$ cat config.mk
export PLATFORM = sky130hd
export DESIGN_NAME = rbw_register_bank
export DESIGN_NICKNAME = d
export VERILOG_FILES = /design/src/rtl/rbw_pkg.sv /design/src/rtl/rbw_wdg_if.sv /design/src/rtl/rbw_watchdog.sv /design/src/rtl/rbw_register_bank.sv
export VERILOG_INCLUDE_DIRS = /design/src /design/src/rtl
export SDC_FILE = /design/constraint.sdc
export NUM_CORES = 1
export LEC_CHECK = 0
export ABC_AREA = 1
export BUFFER_PORTS_ARGS = -buffer_cell sky130_fd_sc_hd__buf_2
export CAP_MARGIN = 20
export CORE_ASPECT_RATIO = 1.1
export CORE_UTILIZATION = 53
export DETAILED_ROUTE_END_ITERATION = 10
export GPL_ROUTABILITY_DRIVEN = 1
export MAX_ROUTING_LAYER = met4
export PLACE_DENSITY_LB_ADDON = 0.08
export SYNTH_ARGS = -nofsm -noshare
export SYNTH_HDL_FRONTEND = slang
export SYNTH_SLANG_ARGS = --single-unit
export TNS_END_PERCENT = 30
$ cat constraint.sdc
create_clock -name clk -period 2.72 [get_ports clk]
set_input_delay 0.136 -clock clk [delete_from_list [all_inputs] [get_ports clk]]
set_output_delay 0.136 -clock clk [all_outputs]
set_load 0.05 [all_outputs]
$ cat src/rtl/rbw_cfg.svh
// Constants of the watchdog and analog control register bank.
// Assumes a 200 MHz core clock and 32-bit AXI4-Lite words.
`ifndef RBW_CFG_SVH
`define RBW_CFG_SVH
// Register indices, byte address is four times the index
`define RBW_IDX_WDG      6'h00
`define RBW_IDX_ACZ      6'h01
`define RBW_IDX_ACO      6'h02
`define RBW_IDX_STAT     6'h03
`define RBW_IDX_REV      6'h05
`define RBW_IDX_IRQS     6'h08
`define RBW_IDX_IRQM     6'h09
// Reset values and writable bit masks
`define RBW_WDG_RST      8'h0f
`define RBW_WDG_MASK     8'h8f
`define RBW_ACZ_RST      8'h74
`define RBW_ACZ_MASK     8'h7f
`define RBW_ACO_RST      8'h60
`define RBW_ACO_MASK     8'h7e
`define RBW_REV_DEFAULT  8'h11
// Field positions
`define RBW_WDG_EN_BIT   7
`define RBW_WDG_SEL_MSB  3
`define RBW_HV_EN_BIT    6
`define RBW_CONV_EN_BIT  5
`define RBW_CLK_EN_BIT   4
`define RBW_TRIG_EN_BIT  3
`define RBW_CLIM_MSB     2
`define RBW_IRQ_WDG_BIT  0
// Bus answers
`define RBW_RESP_OKAY    2'h0
`define RBW_RESP_SLVERR  2'h2
// Time base
`define RBW_CLK_PERIOD_NS 5
`define RBW_NS_PER_MS     1000000
`define RBW_MS_CYCLES     (`RBW_NS_PER_MS / `RBW_CLK_PERIOD_NS)
`define RBW_MS_CNT_W      18
// Watchdog periods in ms per timeout code
`define RBW_WDG_MS_0     10'h021
`define RBW_WDG_MS_1     10'h042
`define RBW_WDG_MS_2     10'h062
`define RBW_WDG_MS_3     10'h083
`define RBW_WDG_MS_4     10'h0a4
`define RBW_WDG_MS_5     10'h0c5
`define RBW_WDG_MS_6     10'h0e5
`define RBW_WDG_MS_7     10'h106
`define RBW_WDG_MS_8     10'h127
`define RBW_WDG_MS_9     10'h148
`define RBW_WDG_MS_10    10'h168
`define RBW_WDG_MS_11    10'h189
`define RBW_WDG_MS_12    10'h1aa
`define RBW_WDG_MS_13    10'h1cb
`define RBW_WDG_MS_14    10'h1ec
`define RBW_WDG_MS_15    10'h20c
`endif

$ cat src/rtl/rbw_pkg.sv
// Types of the watchdog and analog control register bank.
// Assumes the constants of rbw_cfg.svh.
package rbw_pkg;
    typedef enum logic [1:0] {
        RBW_WDG_IDLE = 2'h1,
        RBW_WDG_RUN  = 2'h2
    } rbw_wdg_state_t;
    typedef logic [7:0] rbw_byte_t;
    typedef logic [9:0] rbw_ms_t;
endpackage

$ cat src/rtl/rbw_wdg_if.sv
// Carrier between register bank and watchdog timer.
// Assumes both ends share clk and sys_rst.
`timescale 1ns/100ps
`default_nettype none
interface rbw_wdg_if;
    logic       restart;
    logic       enable;
    logic [3:0] timeoutSel;
    logic       expired;
    modport bank (output restart, output enable, output timeoutSel, input expired);
    modport timer (input restart, input enable, input timeoutSel, output expired);
endinterface
`default_nettype wire

$ cat src/rtl/rbw_watchdog.sv
// Watchdog timer counted in milliseconds from the core clock.
// Assumes restart is a one-cycle pulse from the register bank.
`include "rbw_cfg.svh"
`timescale 1ns/100ps
`default_nettype none
module rbw_watchdog
    import rbw_pkg::*;
#(
    parameter int unsigned MS_CYCLES = `RBW_MS_CYCLES
) (
    input  wire logic  clk,
    input  wire logic  sys_rst,
    input  wire logic  ce,
    rbw_wdg_if.timer   wd
);
    rbw_wdg_state_t             state;
    logic [`RBW_MS_CNT_W-1:0]   msCnt;
    rbw_ms_t                    elapsedMs;
    rbw_ms_t                    periodMs;
    logic                       msTick;

    function automatic rbw_ms_t wdgPeriodMs(input logic [3:0] sel);
        case (sel)
            4'h0: wdgPeriodMs = `RBW_WDG_MS_0;
            4'h1: wdgPeriodMs = `RBW_WDG_MS_1;
            4'h2: wdgPeriodMs = `RBW_WDG_MS_2;
            4'h3: wdgPeriodMs = `RBW_WDG_MS_3;
            4'h4: wdgPeriodMs = `RBW_WDG_MS_4;
            4'h5: wdgPeriodMs = `RBW_WDG_MS_5;
            4'h6: wdgPeriodMs = `RBW_WDG_MS_6;
            4'h7: wdgPeriodMs = `RBW_WDG_MS_7;
            4'h8: wdgPeriodMs = `RBW_WDG_MS_8;
            4'h9: wdgPeriodMs = `RBW_WDG_MS_9;
            4'ha: wdgPeriodMs = `RBW_WDG_MS_10;
            4'hb: wdgPeriodMs = `RBW_WDG_MS_11;
            4'hc: wdgPeriodMs = `RBW_WDG_MS_12;
            4'hd: wdgPeriodMs = `RBW_WDG_MS_13;
            4'he: wdgPeriodMs = `RBW_WDG_MS_14;
            default: wdgPeriodMs = `RBW_WDG_MS_15;
        endcase
    endfunction

    assign msTick = (msCnt == `RBW_MS_CNT_W'(MS_CYCLES - 1));

    ////////////////////////////////////////////////////////////////////////////////////////////
    always_ff @(posedge clk) begin
        if (sys_rst) begin
            state     <= RBW_WDG_IDLE;
            msCnt     <= '0;
            elapsedMs <= '0;
            periodMs  <= `RBW_WDG_MS_15;
            wd.expired <= 1'b0;
        end else if (ce) begin
            wd.expired <= 1'b0;
            if (wd.restart) begin
                // Restart first: enable bit still shows its old value here
                state     <= RBW_WDG_RUN;
                msCnt     <= '0;
                elapsedMs <= '0;
                periodMs  <= wdgPeriodMs(wd.timeoutSel);
            end else if (!wd.enable) begin
                state <= RBW_WDG_IDLE;
            end else begin
                case (state)
                    RBW_WDG_RUN: begin
                        msCnt <= msTick ? '0 : msCnt + 1'b1;
                        if (msTick) begin
                            if (elapsedMs == periodMs - 1'b1) begin
                                wd.expired <= 1'b1;
                                elapsedMs  <= '0;
                            end else begin
                                elapsedMs <= elapsedMs + 1'b1;
                            end
                        end
                    end
                    RBW_WDG_IDLE: begin
                        msCnt     <= '0;
                        elapsedMs <= '0;
                    end
                    default: state <= RBW_WDG_IDLE;
                endcase
            end
        end
    end
endmodule
`default_nettype wire

$ cat src/rtl/rbw_register_bank.sv
// Watchdog and analog control register bank behind an AXI4-Lite slave.
// Assumes one core clock, a synchronous reset and pin status inputs.
//
// Summary of operation
// - Decode indices 0,1,2,3,5,8,9 to seven registers
// - Watchdog register: enable bit 7, timeout 3:0
// - Timeout code maps 33 ms to 524 ms
// - Enable rewrite restarts period, else event
// - Enable clear stops supervision, set starts
// - Watchdog bits 6:4 read zero, ignore writes
// - Regulator and converter enables, set at reset
// - Clock output enabled, trigger disabled at reset
// - Current limit code bits 2:0, reset 100
// - Trigger pin shows activity or floats
// - Analog control zero bit 7 reads zero
//
// Implementation choice: the AXI4-Lite slave port.
`include "rbw_cfg.svh"
`timescale 1ns/100ps
`default_nettype none
module rbw_register_bank
    import rbw_pkg::*;
#(
    parameter int unsigned MS_CYCLES = `RBW_MS_CYCLES,
    parameter rbw_byte_t   REVISION  = `RBW_REV_DEFAULT // Arbitrary value
) (
    input  wire logic        clk,
    input  wire logic        sys_rst,
    input  wire logic        ce,
    input  wire logic        s_axi_awvalid,
    output logic             s_axi_awready,
    input  wire logic [7:0]  s_axi_awaddr,
    input  wire logic        s_axi_wvalid,
    output logic             s_axi_wready,
    input  wire logic [31:0] s_axi_wdata,
    input  wire logic [3:0]  s_axi_wstrb,
    output logic             s_axi_bvalid,
    input  wire logic        s_axi_bready,
    output logic [1:0]       s_axi_bresp,
    input  wire logic        s_axi_arvalid,
    output logic             s_axi_arready,
    input  wire logic [7:0]  s_axi_araddr,
    output logic             s_axi_rvalid,
    input  wire logic        s_axi_rready,
    output logic [31:0]      s_axi_rdata,
    output logic [1:0]       s_axi_rresp,
    input  wire logic [6:0]  analogStatusPins,
    input  wire logic        txActivity,
    output logic             hvRegulatorEnable,
    output logic             secondConverterEnable,
    output logic             clockOutputEnable,
    output logic [2:0]       hvRegulatorCurrentLimit,
    output rbw_byte_t        analogControlOne,
    output logic             triggerOut,
    output logic             triggerOe_n,
    output logic             watchdogEvent,
    output logic             irq
);
    rbw_wdg_if wdg ();

    localparam rbw_byte_t ACZ_RESET = `RBW_ACZ_RST;

    rbw_byte_t   watchdogControl;
    rbw_byte_t   analogControlZero;
    logic [6:0]  statusMeta;
    logic [6:0]  statusSync;
    logic        irqStatus;
    logic        irqMask;
    logic        awHeld;
    logic        wHeld;
    logic [5:0]  wrIndex;
    logic [7:0]  wrData;
    logic        wrLane0;
    logic        doWrite;
    logic        wrHit;
    logic        rdHit;
    logic [31:0] rdWord;
    logic [5:0]  rdIndex;

    assign doWrite = awHeld && wHeld && !s_axi_bvalid;
    assign rdIndex = s_axi_araddr[7:2];

    ////////////////////////////////////////////////////////////////////////////////////////////
    // Write address and data channels, taken in either order
    always_ff @(posedge clk) begin
        if (sys_rst) begin
            awHeld        <= 1'b0;
            wrIndex       <= '0;
            s_axi_awready <= 1'b0;
        end else if (ce) begin
            if (s_axi_awvalid && s_axi_awready) begin
                awHeld        <= 1'b1;
                wrIndex       <= s_axi_awaddr[7:2];
                s_axi_awready <= 1'b0;
            end else begin
                if (doWrite) begin
                    awHeld <= 1'b0;
                end
                s_axi_awready <= !awHeld && (!s_axi_bvalid || s_axi_bready);
            end
        end
    end

    always_ff @(posedge clk) begin
        if (sys_rst) begin
            wHeld        <= 1'b0;
            wrData       <= '0;
            wrLane0      <= 1'b0;
            s_axi_wready <= 1'b0;
        end else if (ce) begin
            if (s_axi_wvalid && s_axi_wready) begin
                wHeld        <= 1'b1;
                wrData       <= s_axi_wdata[7:0];
                wrLane0      <= s_axi_wstrb[0];
                s_axi_wready <= 1'b0;
            end else begin
                if (doWrite) begin
                    wHeld <= 1'b0;
                end
                s_axi_wready <= !wHeld && (!s_axi_bvalid || s_axi_bready);
            end
        end
    end

    always_comb begin
        case (wrIndex)
            `RBW_IDX_WDG, `RBW_IDX_ACZ, `RBW_IDX_ACO, `RBW_IDX_STAT,
            `RBW_IDX_REV, `RBW_IDX_IRQS, `RBW_IDX_IRQM: wrHit = 1'b1;
            default: wrHit = 1'b0;
        endcase
    end

    // Write response; unmapped words answer with a slave error
    always_ff @(posedge clk) begin
        if (sys_rst) begin
            s_axi_bvalid <= 1'b0;
            s_axi_bresp  <= `RBW_RESP_OKAY;
        end else if (ce) begin
            if (doWrite) begin
                s_axi_bvalid <= 1'b1;
                s_axi_bresp  <= wrHit ? `RBW_RESP_OKAY : `RBW_RESP_SLVERR;
            end else if (s_axi_bready) begin
                s_axi_bvalid <= 1'b0;
            end
        end
    end

    ////////////////////////////////////////////////////////////////////////////////////////////
    // Control registers; reserved bits are never stored
    always_ff @(posedge clk) begin
        if (sys_rst) begin
            watchdogControl <= `RBW_WDG_RST;
        end else if (ce && doWrite && wrLane0 && wrIndex == `RBW_IDX_WDG) begin
            watchdogControl <= wrData & `RBW_WDG_MASK;
        end
    end

    always_ff @(posedge clk) begin
        if (sys_rst) begin
            analogControlZero <= `RBW_ACZ_RST;
        end else if (ce && doWrite && wrLane0 && wrIndex == `RBW_IDX_ACZ) begin
            analogControlZero <= wrData & `RBW_ACZ_MASK;
        end
    end

    always_ff @(posedge clk) begin
        if (sys_rst) begin
            analogControlOne <= `RBW_ACO_RST;
        end else if (ce && doWrite && wrLane0 && wrIndex == `RBW_IDX_ACO) begin
            analogControlOne <= wrData & `RBW_ACO_MASK;
        end
    end

    // Enable bits sit in flops of their own so outputs stay registered
    always_ff @(posedge clk) begin
        if (sys_rst) begin
            hvRegulatorEnable       <= ACZ_RESET[`RBW_HV_EN_BIT];
            secondConverterEnable   <= ACZ_RESET[`RBW_CONV_EN_BIT];
            clockOutputEnable       <= ACZ_RESET[`RBW_CLK_EN_BIT];
            hvRegulatorCurrentLimit <= ACZ_RESET[`RBW_CLIM_MSB:0];
        end else if (ce && doWrite && wrLane0 && wrIndex == `RBW_IDX_ACZ) begin
            hvRegulatorEnable       <= wrData[`RBW_HV_EN_BIT];
            secondConverterEnable   <= wrData[`RBW_CONV_EN_BIT];
            clockOutputEnable       <= wrData[`RBW_CLK_EN_BIT];
            hvRegulatorCurrentLimit <= wrData[`RBW_CLIM_MSB:0];
        end
    end

    ////////////////////////////////////////////////////////////////////////////////////////////
    // Trigger pin, active low enable floats the pin when disabled
    always_ff @(posedge clk) begin
        if (sys_rst) begin
            triggerOut  <= 1'b0;
            triggerOe_n <= 1'b1;
        end else if (ce) begin
            triggerOut  <= txActivity;
            triggerOe_n <= !analogControlZero[`RBW_TRIG_EN_BIT];
        end
    end

    // Status pins come from the analog domain, two flops first
    always_ff @(posedge clk) begin
        if (sys_rst) begin
            statusMeta <= '0;
            statusSync <= '0;
        end else if (ce) begin
            statusMeta <= analogStatusPins;
            statusSync <= statusMeta;
        end
    end

    ////////////////////////////////////////////////////////////////////////////////////////////
    // Watchdog hookup; only a write with the enable bit set restarts
    assign wdg.enable     = watchdogControl[`RBW_WDG_EN_BIT];
    // The restarting write carries the code; the register updates a cycle late
    assign wdg.timeoutSel = wdg.restart ? wrData[`RBW_WDG_SEL_MSB:0]
                                        : watchdogControl[`RBW_WDG_SEL_MSB:0];
    assign wdg.restart    = doWrite && wrLane0 && wrIndex == `RBW_IDX_WDG
                            && wrData[`RBW_WDG_EN_BIT];

    rbw_watchdog #(
        .MS_CYCLES (MS_CYCLES)
    ) u_watchdog (
        .clk     (clk),
        .sys_rst (sys_rst),
        .ce      (ce),
        .wd      (wdg.timer)
    );

    // Sticky event flag; a new event outranks a clearing write
    always_ff @(posedge clk) begin
        if (sys_rst) begin
            irqStatus <= 1'b0;
            irqMask   <= 1'b0;
        end else if (ce) begin
            if (wdg.expired) begin
                irqStatus <= 1'b1;
            end else if (doWrite && wrLane0 && wrIndex == `RBW_IDX_IRQS
                         && wrData[`RBW_IRQ_WDG_BIT]) begin
                irqStatus <= 1'b0;
            end
            if (doWrite && wrLane0 && wrIndex == `RBW_IDX_IRQM) begin
                irqMask <= wrData[`RBW_IRQ_WDG_BIT];
            end
        end
    end

    always_ff @(posedge clk) begin
        if (sys_rst) begin
            watchdogEvent <= 1'b0;
            irq           <= 1'b0;
        end else if (ce) begin
            watchdogEvent <= wdg.expired;
            irq           <= irqStatus && irqMask;
        end
    end

    ////////////////////////////////////////////////////////////////////////////////////////////
    // Read channel, one word at a time
    always_comb begin
        rdHit  = 1'b1;
        rdWord = '0;
        case (rdIndex)
            `RBW_IDX_WDG:  rdWord[7:0] = watchdogControl;
            `RBW_IDX_ACZ:  rdWord[7:0] = analogControlZero;
            `RBW_IDX_ACO:  rdWord[7:0] = analogControlOne;
            `RBW_IDX_STAT: rdWord[6:0] = statusSync;
            `RBW_IDX_REV:  rdWord[7:0] = REVISION;
            `RBW_IDX_IRQS: rdWord[`RBW_IRQ_WDG_BIT] = irqStatus;
            `RBW_IDX_IRQM: rdWord[`RBW_IRQ_WDG_BIT] = irqMask;
            default:       rdHit = 1'b0;
        endcase
    end

    always_ff @(posedge clk) begin
        if (sys_rst) begin
            s_axi_arready <= 1'b0;
            s_axi_rvalid  <= 1'b0;
            s_axi_rdata   <= '0;
            s_axi_rresp   <= `RBW_RESP_OKAY;
        end else if (ce) begin
            if (s_axi_arvalid && s_axi_arready) begin
                s_axi_arready <= 1'b0;
                s_axi_rvalid  <= 1'b1;
                s_axi_rdata   <= rdWord;
                s_axi_rresp   <= rdHit ? `RBW_RESP_OKAY : `RBW_RESP_SLVERR;
            end else begin
                if (s_axi_rready) begin
                    s_axi_rvalid <= 1'b0;
                end
                s_axi_arready <= !s_axi_rvalid || s_axi_rready;
            end
        end
    end
endmodule
`default_nettype wire

==> results.py, run 1 <==
metrics = {
    "status": {
        "outcome": "finished clean",
    },
    "global_route": {
        "grt_pass1_vias": 4665,
        "antenna_found_initial": 0,
        "grt_use_total_pct": 24.5,
        "grt_max_degree": 39,
        "overflow": 0,
        "grt_pass1_wl_microns": 21600,
    },
    "synthesis": {
        "avgSynthCellArea_sq_um": 6.96,
        "synth_top_area_share_pct": 38.5,
        "ys_ff_latch": 110,
        "netlist_area_sq_um": 5710,
        "syn_inst": 821,
        "ys.flop_type": "dfxtp_1",
        "yosysSeqAreaShare_pct": 38.5,
        "synth_cell_types": 46,
        "synth_top_area_cell": "dfxtp_1",
        "async_flop_share_pct": 0,
        "synth_warnings": 0,
        "synthTopCellsByArea": "dfxtp_1 39%, nand2_1 10%, nor2_1 6.8%",
        "synth_edf_count": 0,
    },
    "route": {
        "wl_met3_microns": 442,
        "post_drt_wl_per_cell_microns": 12.5,
        "drc": 0,
        "viasPerCell": 5.08,
        "wl_met1_microns": 6030,
        "wl_met2_microns": 6110,
        "topRoutingLayerUsed": "met4",
        "ant_nets": 0,
        "routed_wl_microns": 12800,
        "via_count": 5206,
        "first_pass_iters": 5,
        "first_iter_violations": 226,
    },
    "worst_hold_path": {
        "hold_path_class": "primary input to flip-flop",
    },
    "final_layout": {
        "syn_to_final_growth_pct": 10.4,
        "layout_common_cells": "157 x nand2_1, 110 x dfxtp_1, 104 x nor2_1",
        "final_common_cell": "nand2_1",
        "fin_nets": 953,
        "layout-drive-gt1-share_pct": 14.3,
        "num_antenna_cells": 0,
        "fillers": 1021,
    },
    "floorplanning": {
        "die_x_microns": 101,
        "num_io_pins": 127,
        "rows": 39,
        "chipHeight_microns": 111,
        "initial_core_util_pct": 54.7,
        "core_sq_um": 10400,
        "dieArea_sq_um": 11200,
    },
    "timing": {
        "drv_slew": 0,
        "relSlewSlack_pct": 48.8,
        "max_freq_mhz": 445,
        "rsz0062_at_grt": "no",
        "fin_crit_sh_pct": 82.7,
        "tightest_slew_ns": 0.767,
        "finalClockSkew_ns": 0.00676,
        "finalSetupViolCount": 0,
        "tns_ns": 0,
        "finalHoldViolCount": 0,
        "timing.hold.ws_ns": 0.00700,
        "period_needed_ns": 2.25,
    },
    "place": {
        "gp_congestion": 0.871,
        "place.port_buffers": 67,
        "place_hpwl_microns": 9480,
    },
    "pwr": {
        "ir_drop_mv": 0.318,
        "p_leak_nw": 2.77,
        "p_per_area_nw_per_um2": 511,
    },
    "worst_setup_path": {
        "end_kind": "flip-flop",
        "cp_max_fo": 7,
        "cp.arrival_ns": 2.53,
        "crit_type": "flip-flop to flip-flop",
        "crit_required_ns": 3.00,
        "start_kind": "flip-flop",
    },
    "flow_run": {
        "max-cap-violations": 0,
    },
    "clock_tree": {
        "clk_path_buf_depth": 2,
        "cts_resized": 0,
        "cts_max_level": 3,
        "postCtsHoldBufs": 1,
        "clock-root-buffer": "clkbuf_16",
        "clock-sinks": 110,
        "cts_tree": "built",
        "postCtsSetupBuffers": 0,
        "cts_buffers": 9,
        "clk_pin_slew_ns": 0.07,
        "worstSkewPairLatency_ns": 0.35,
    },
}
==> worst max-delay path: stages, from the launching register on <==
cell,delay (ns)
dfxtp_1,0.33
nor2_4,0.18
nand2_2,0.10
nor2_2,0.13
nand3_2,0.19
o21ai_0,0.44
inv_1,0.13
ha_1,0.30
inv_1,0.05
o21ai_0,0.15
inv_1,0.05
a21oi_1,0.12
==> cell families after synthesis <==
group / after synthesis / share of synthesized area [%]
buffers and inverters: 155 / 12.6
adders and majority gates: 9 / 1.97
xor gates and xnor gates: 12 / 2.08
AOI/OAI and AO/OA: 159 / 15.4
and+or+nand+nor: 375 / 29.3
DFF: 110 / 38.5
other: 1 / 0.0656
==> power breakdown <==
group          switching, mW  internal [mW]
combinational          0.228         0.0661
clock                  0.608          0.657
sequential            0.0212           1.64
==> Yosys cell counts, types with 3 or more instances <==
library cell / count
dfxtp_1: 110
buf_2: 3
nor2_1: 104
inv_2: 5
xor2_1: 9
o211ai_1: 13
nor2_2: 15
ha_1: 9
nand3_1: 50
o21ai_1: 4
nand2_1: 157
nand4_1: 16
clkbuf_1: 16
nor2_4: 4
a21oi_1: 64
inv_1: 93
nor3_1: 11
o21ai_0: 63
nor3b_1: 3
nand2_2: 6
buf_4: 34
nand3_2: 3
==> routing by layer <==
metal  vias up  track usage (%)
li1       2718                -
met1      2366             31.0
met2       106             39.8
met3        16             3.91
met4         0             8.41
met5         -                -
==> flip-flops by register name, indices dropped and copies added, names as in the netlist, 4 cells and up <==
signal,flops
watchdogControl,5
statusMeta,7
analogControlZero,4
statusSync,7
u_watchdog.elapsedMs,10
wrData,8
analogControlOne,6
u_watchdog.periodMs,9
wrIndex,6
s_axi_rdata,8
u_watchdog.msCnt,18
==> final timing paths <==
kind	startpoint	endpoint	slack [ns]	depth (start not counted)
hold reg to reg	s_axi_rdata[6]	s_axi_rdata[6]	0.46	2
hold / removal	analogStatusPins[5]	statusMeta[5]	0.007	3
setup reg to reg	wrIndex[4]	u_watchdog.periodMs[0]	0.47	11
setup / recovery	wrIndex[4]	u_watchdog.periodMs[0]	0.47	11
==> final cells by class <==
| class | instances | area [sq um] | share of cell area (%) |
|---|---|---|---|
| clock buffer | 11 | 243 | 3.85 |
| tap | 143 | 179 | 2.84 |
| timing repair buffer | 72 | 375 | 5.95 |
| inverter | 100 | 375 | 5.95 |
| clock inverter | 5 | 41.3 | 0.655 |
| multi-input combinational | 583 | 2890 | 45.8 |
| sequential | 110 | 2200 | 34.9 |
==> metrics by stage <==
stage                     instance area [sq um]  util [%]  setup slack [ns]  power [mW]  std cells
final                                      6310      60.4             0.470        3.22       1024
after global routing                       6310      60.4             0.221        3.34       1024
after CTS                                  6310      60.4             0.472        3.24       1024
after detailed placement                   6010      57.6             0.499        1.99       1007
after global placement                     6010      57.6             0.541        1.99       1007
after floorplan                            5810         -             0.590        1.96        848
(Power assumes the default switching activity.)
==> run 2: changes to the inputs <==
--- a/config.mk
+++ b/config.mk
@@ -10,7 +10,7 @@
 export BUFFER_PORTS_ARGS = -buffer_cell sky130_fd_sc_hd__buf_2
 export CAP_MARGIN = 20
 export CORE_ASPECT_RATIO = 1.1
-export CORE_UTILIZATION = 53
+export CORE_UTILIZATION = 49
 export DETAILED_ROUTE_END_ITERATION = 10
 export GPL_ROUTABILITY_DRIVEN = 1
 export MAX_ROUTING_LAYER = met4
==> constraint.sdc (replaced) <==
create_clock -name clk -period 2 [get_ports clk]
set_input_delay 0.1 -clock clk [delete_from_list [all_inputs] [get_ports clk]]
set_output_delay 0.1 -clock clk [all_outputs]
set_load 0.05 [all_outputs]
==> run 2 against run 1 <==
Effect of this change: combinational power up 50%; non-clock buffer count up 27; routed wire length up 4.5%; final cell count up 3.3%; largest power group unchanged.
==> results.py, run 2 (synthesis results as in run 1) <==
metrics = {
    "worst_hold_path": {
        "hold_path_startpoint": "s_axi_rready",
        "hold_path_class": "primary input to flip-flop",
    },
    "final_layout": {
        "final_common_cell": "nand2_1",
        "regMostFlops": "u_watchdog.msCnt",
        "num_antenna_cells": 0,
        "layout-drive-gt1-share_pct": 17.6,
        "instances_no_fill": 1058,
        "reg.largest.list": "u_watchdog.msCnt: 18 flops, u_watchdog.elapsedMs: 10 flops, u_watchdog.periodMs: 9 flops",
        "multiInputGateArea_sq_um": 2950,
        "register_area_sq_um": 2210,
        "largest_reg_flops": 18,
        "final_core_util_pct": 58.3,
        "fin_nets": 980,
        "layout_common_cells": "155 x nand2_1, 106 x dfxtp_1, 104 x nor2_1",
        "syn_to_final_growth_pct": 16.2,
        "fillers": 1123,
    },
    "timing": {
        "max_freq_mhz": 531,
        "drv_slew": 0,
        "fin_crit_sh_pct": 94.1,
        "period_needed_ns": 1.88,
        "finalSetupViolCount": 0,
        "rsz0062_at_grt": "yes",
        "timing.final.ws_setup_ns": 0.118,
        "finalClockSkew_ns": 0.00975,
        "finalHoldViolCount": 0,
    },
    "status": {
        "outcome": "finished clean",
    },
    "route": {
        "routed_wl_microns": 13400,
        "ant_nets": 0,
        "via_count": 5316,
        "first_iter_violations": 235,
        "post_drt_wl_per_cell_microns": 12.6,
        "viasPerCell": 5.02,
        "drc": 0,
        "first_pass_iters": 7,
    },
    "place": {
        "place_hpwl_microns": 9770,
        "place.port_buffers": 67,
        "gp_congestion": 0.909,
        "pre_cts_ws_ns": 0.0778,
        "dp.cells": 1030,
    },
    "floorplanning": {
        "num_io_pins": 127,
        "rows": 41,
        "die_x_microns": 105,
        "chipHeight_microns": 115,
        "initial_core_util_pct": 50.2,
        "dieArea_sq_um": 12100,
        "core_sq_um": 11400,
    },
    "global_route": {
        "grt_max_degree": 57,
        "grt_use_total_pct": 23.8,
        "grt_pass1_wl_microns": 22300,
        "antenna_found_initial": 0,
        "grt_pass1_vias": 4764,
        "overflow": 0,
    },
    "pwr": {
        "p_per_area_nw_per_um2": 691,
        "power_mw": 4.59,
        "p_leak_nw": 2.91,
        "ir_drop_mv": 0.469,
    },
    "worst_setup_path": {
        "crit_required_ns": 2.26,
        "cp.arrival_ns": 2.14,
        "r2r_start": "wrIndex[5]",
        "start_kind": "flip-flop",
        "end_kind": "flip-flop",
        "cp_max_fo": 5,
        "crit_start": "wrIndex[5]",
        "crit_type": "flip-flop to flip-flop",
    },
    "clock_tree": {
        "cts_buffers": 9,
        "clk_path_buf_depth": 2,
        "worstSkewPairLatency_ns": 0.36,
        "clock-root-buffer": "clkbuf_16",
        "cts_tree": "built",
        "clk_pin_slew_ns": 0.08,
        "clock-sinks": 110,
        "cts_max_level": 3,
    },
    "flow_run": {
        "max-cap-violations": 0,
    },
}
run 2: cell count changes in the layout (fill, tap and decap cells not counted), moves of 2 or more:
cell           delta
dfxtp_1           -4
buf_4            +19
o21ai_0           -2
dlygate4sd3_1     +7
dfxtp_2           +4
inv_1             -2
nor2_2            -2
ha_1              -2
inv_2             +2
nand2_1           -2
nor2_4            +2
nand2_4           +2
run 2: per-layer routing:
layer / vias to the layer above / global-route usage (%) / wire length, microns / part of all wire [%]
met3: 20 / 3.40 / 449 / 3.4
met1: 2424 / 29.9 / 6410 / 48
li1: 2766 / - / - / -
met4: 0 / 10.2 / 259 / 1.9
met2: 106 / 38.4 / 6250 / 47
met5: - / - / 0 / 0
run 2: timing repair:
item / 4_1_cts / 5_1_grt
gates resized for setup: 0 / 19
buffers inserted: 0 / 4
hold endpoints to repair: 8 / 0
hold buffers: 8 / 0
setup endpoints to repair: 0 / 16
run 2: where the power goes:
part	internal, mW	switching (mW)	total, mW
sequential	2.24	0.0289	2.26
clock	0.998	0.880	1.88
combinational	0.119	0.323	0.442
run 2: worst paths after layout:
kind / to / slack [ns] / depth (start not counted)
max: u_watchdog.periodMs[1] / 0.12 / 15
min: s_axi_arready / 0.01 / 3
max reg2reg: u_watchdog.periodMs[1] / 0.12 / 15
min reg2reg: wrIndex[5] / 0.46 / 2
run 2: through the flow:
| stage | area [sq um] | hold slack [ns] | TNS (ns) |
|---|---|---|---|
| after floorplan | 5820 | 0.235 | 0 |
| after global placement | 6160 | 0.321 | 0 |
| after detailed placement | 6160 | 0.325 | 0 |
| after CTS | 6550 | 0.00252 | 0 |
| after global routing | 6640 | 0.0275 | -0.0332 |
| final | 6640 | 0.0100 | 0 |
run 2: critical path, stage by stage (launching register included):
cell and delay [ns]:
dfxtp_2 0.34, nor2_4 0.18, nand2_4 0.09, nor2_4 0.15, nand2_2 0.07, nor2_2 0.13
nand2_1 0.07, nand2_2 0.12, inv_1 0.06, ha_2 0.18, inv_2 0.06, nand3_2 0.07
nand3_1 0.09, nand3_1 0.08, nand2_1 0.07, inv_1 0.03
run 2: layout make-up:
class / count / area share (%)
clock buffers: 9 / 3.39
clock inverters: 7 / 1.28
repair buffers: 99 / 9.16
well taps: 150 / 2.83
flip-flops and latches: 110 / 33.2
inverters: 100 / 5.65
multi-input cells: 583 / 44.5
==> run 3: changes to the inputs <==
--- a/config.mk
+++ b/config.mk
@@ -9,12 +9,11 @@
 export ABC_AREA = 1
 export BUFFER_PORTS_ARGS = -buffer_cell sky130_fd_sc_hd__buf_2
 export CAP_MARGIN = 20
-export CORE_ASPECT_RATIO = 1.1
 export CORE_UTILIZATION = 49
 export DETAILED_ROUTE_END_ITERATION = 10
 export GPL_ROUTABILITY_DRIVEN = 1
 export MAX_ROUTING_LAYER = met4
-export PLACE_DENSITY_LB_ADDON = 0.08
+export PLACE_DENSITY = 0.76
 export SYNTH_ARGS = -nofsm -noshare
 export SYNTH_HDL_FRONTEND = slang
 export SYNTH_SLANG_ARGS = --single-unit
==> run 3 against run 2 <==
Effect of this change: via count decreased by 0.71%; global-route usage decreased by 1.4 points; sequential share of layout area increased by 0.22 points; register-to-register slack improved by 0.05 ns; cell area decreased by 0.77%; first-iteration DRC count increased by 34%; final cell count decreased by 0.85%; highest routed layer unchanged; sequential power about the same; utilization decreased by 0.35 points.
==> results.py, run 3 (synthesis results as in run 1) <==
metrics = {
    "final_layout": {
        "num_antenna_cells": 0,
        "multiInputGateArea_sq_um": 2920,
        "final_core_util_pct": 58.0,
        "final_common_cell": "nand2_1",
        "regMostFlops": "u_watchdog.msCnt",
        "reg.largest.list": "u_watchdog.msCnt: 18 flops, u_watchdog.elapsedMs: 10 flops, u_watchdog.periodMs: 9 flops",
        "syn_to_final_growth_pct": 15.3,
        "layout-drive-gt1-share_pct": 16.8,
        "fillers": 1050,
        "fin_nets": 978,
        "largest_reg_flops": 18,
        "register_area_sq_um": 2200,
        "layout_common_cells": "156 x nand2_1, 108 x dfxtp_1, 103 x nor2_1",
    },
    "global_route": {
        "grt_max_degree": 34,
        "busiest_layer": "met2",
        "use_met2_pct": 35.1,
        "grt_pass1_vias": 4536,
        "use_met3_pct": 4.88,
        "grt_use_total_pct": 22.4,
        "overflow": 0,
        "grt_pass1_wl_microns": 20600,
        "antenna_found_initial": 0,
        "gr-usage-met1_pct": 29.1,
    },
    "clock_tree": {
        "clk_path_buf_depth": 2,
        "cts_tree": "built",
        "worstSkewPairLatency_ns": 0.36,
        "clock-sinks": 110,
        "cts_buffers": 9,
        "clk_pin_slew_ns": 0.08,
        "clock-root-buffer": "clkbuf_16",
        "cts_max_level": 3,
    },
    "timing": {
        "period_needed_ns": 1.83,
        "timing.hold.ws_ns": 0.0192,
        "tightest_slew_ns": 0.648,
        "drv_slew": 0,
        "relSlewSlack_pct": 56.8,
        "max_freq_mhz": 545,
        "finalHoldViolCount": 0,
        "finalSetupViolCount": 0,
        "fin_crit_sh_pct": 91.7,
        "finalClockSkew_ns": 0.0114,
    },
    "status": {
        "outcome": "finished clean",
    },
    "floorplanning": {
        "rows": 39,
        "num_io_pins": 127,
        "core_sq_um": 11400,
        "die_x_microns": 110,
        "chipHeight_microns": 110,
        "dieArea_sq_um": 12100,
        "initial_core_util_pct": 50.2,
    },
    "place": {
        "place_hpwl_microns": 9280,
        "gp_congestion": 0.908,
        "place.port_buffers": 67,
    },
    "route": {
        "ant_nets": 0,
        "first_iter_violations": 316,
        "first_pass_iters": 5,
        "drc": 0,
        "via_count": 5278,
        "post_drt_wl_per_cell_microns": 12.1,
        "routed_wl_microns": 12700,
        "viasPerCell": 5.03,
    },
    "worst_setup_path": {
        "cp_max_fo": 5,
        "reg2reg_depth": 15,
        "r2r_start": "wrIndex[1]",
        "crit_type": "flip-flop to flip-flop",
        "cp.arrival_ns": 2.09,
        "end_kind": "flip-flop",
        "crit_required_ns": 2.26,
        "start_kind": "flip-flop",
        "reg2reg_slack_ns": 0.17,
        "r2r_end": "u_watchdog.periodMs[1]",
    },
    "pwr": {
        "p_leak_nw": 2.91,
        "ir_drop_mv": 0.693,
        "p_per_area_nw_per_um2": 688,
    },
    "worst_hold_path": {
        "hold_path_class": "primary input to flip-flop",
        "hold_path_startpoint": "s_axi_wdata[6]",
        "min_to": "wrData[6]",
        "hold_path_depth": 3,
    },
    "flow_run": {
        "max-cap-violations": 0,
    },
}
-- run 3: where the power goes --
group	internal (mW)	switching (mW)
logic	0.116	0.317
clock network	0.912	0.920
registers	2.24	0.0291
total	3.26	1.27
-- run 3: routing by layer --
metal | vias up | wire length (microns)
met2 | 144 | 5930
met5 | - | 0
met3 | 11 | 604
li1 | 2765 | -
met1 | 2358 | 6000
met4 | 0 | 148
-- run 3: cell type report --
class | count | share of cell area, %
Clock inverter | 7 | 1.42
Timing Repair Buffer | 97 | 9.00
Inverter | 100 | 5.70
Clock buffer | 9 | 3.42
Multi-Input combinational cell | 583 | 44.3
Sequential cell | 110 | 33.5
Tap cell | 143 | 2.72
-- run 3: through the flow --
step	cell area, sq um	setup slack [ns]	power (mW)	std cells	setup TNS (ns)
2_1_floorplan	5820	0.102	2.66	848	0
3_3_place_gp	6130	0.0952	2.72	1021	0
3_5_place_dp	6130	0.0513	2.72	1021	0
4_1_cts	6530	0.0258	4.57	1045	0
5_1_grt	6590	-0.00626	4.73	1049	-0.00626
6_report	6590	0.166	4.53	1049	0
-- run 3: worst max path at each step --
stage / to / cells past startpoint / start / slack, ns
floorplan: u_watchdog.periodMs[0] / 11 / s_axi_bvalid / 0.10
global placement: u_watchdog.periodMs[0] / 11 / wrIndex[4] / 0.1
detailed placement: u_watchdog.periodMs[0] / 11 / wrIndex[4] / 0.05
CTS: u_watchdog.periodMs[0] / 11 / wrIndex[4] / 0.03
global route: u_watchdog.elapsedMs[3] / 13 / u_watchdog.periodMs[1] / -0.006
finish: u_watchdog.periodMs[1] / 15 / wrIndex[1] / 0.17
-- run 3: what timing repair did --
| item | 4_1_cts | 5_1_grt |
|---|---|---|
| resized for setup | 0 | 9 |
| endpoints found under the hold margin | 8 | 0 |
| setup buffers | 0 | 4 |
| hold buffers | 8 | 0 |
| setup endpoints to repair | 0 | 19 |
-- run 3: worst max-delay path, stage by stage, from the launching register on --
cell and delay (ns):
dfxtp_2 0.36, nor2_4 0.15, nand2_2 0.09, nor2_2 0.12, nand2_1 0.08, nor2_2 0.12
nand2_1 0.08, nand2_2 0.12, inv_1 0.05, ha_1 0.18, inv_1 0.07, nand3_1 0.07
nand3_1 0.09, nand3_1 0.08, nand2_1 0.07, inv_1 0.03
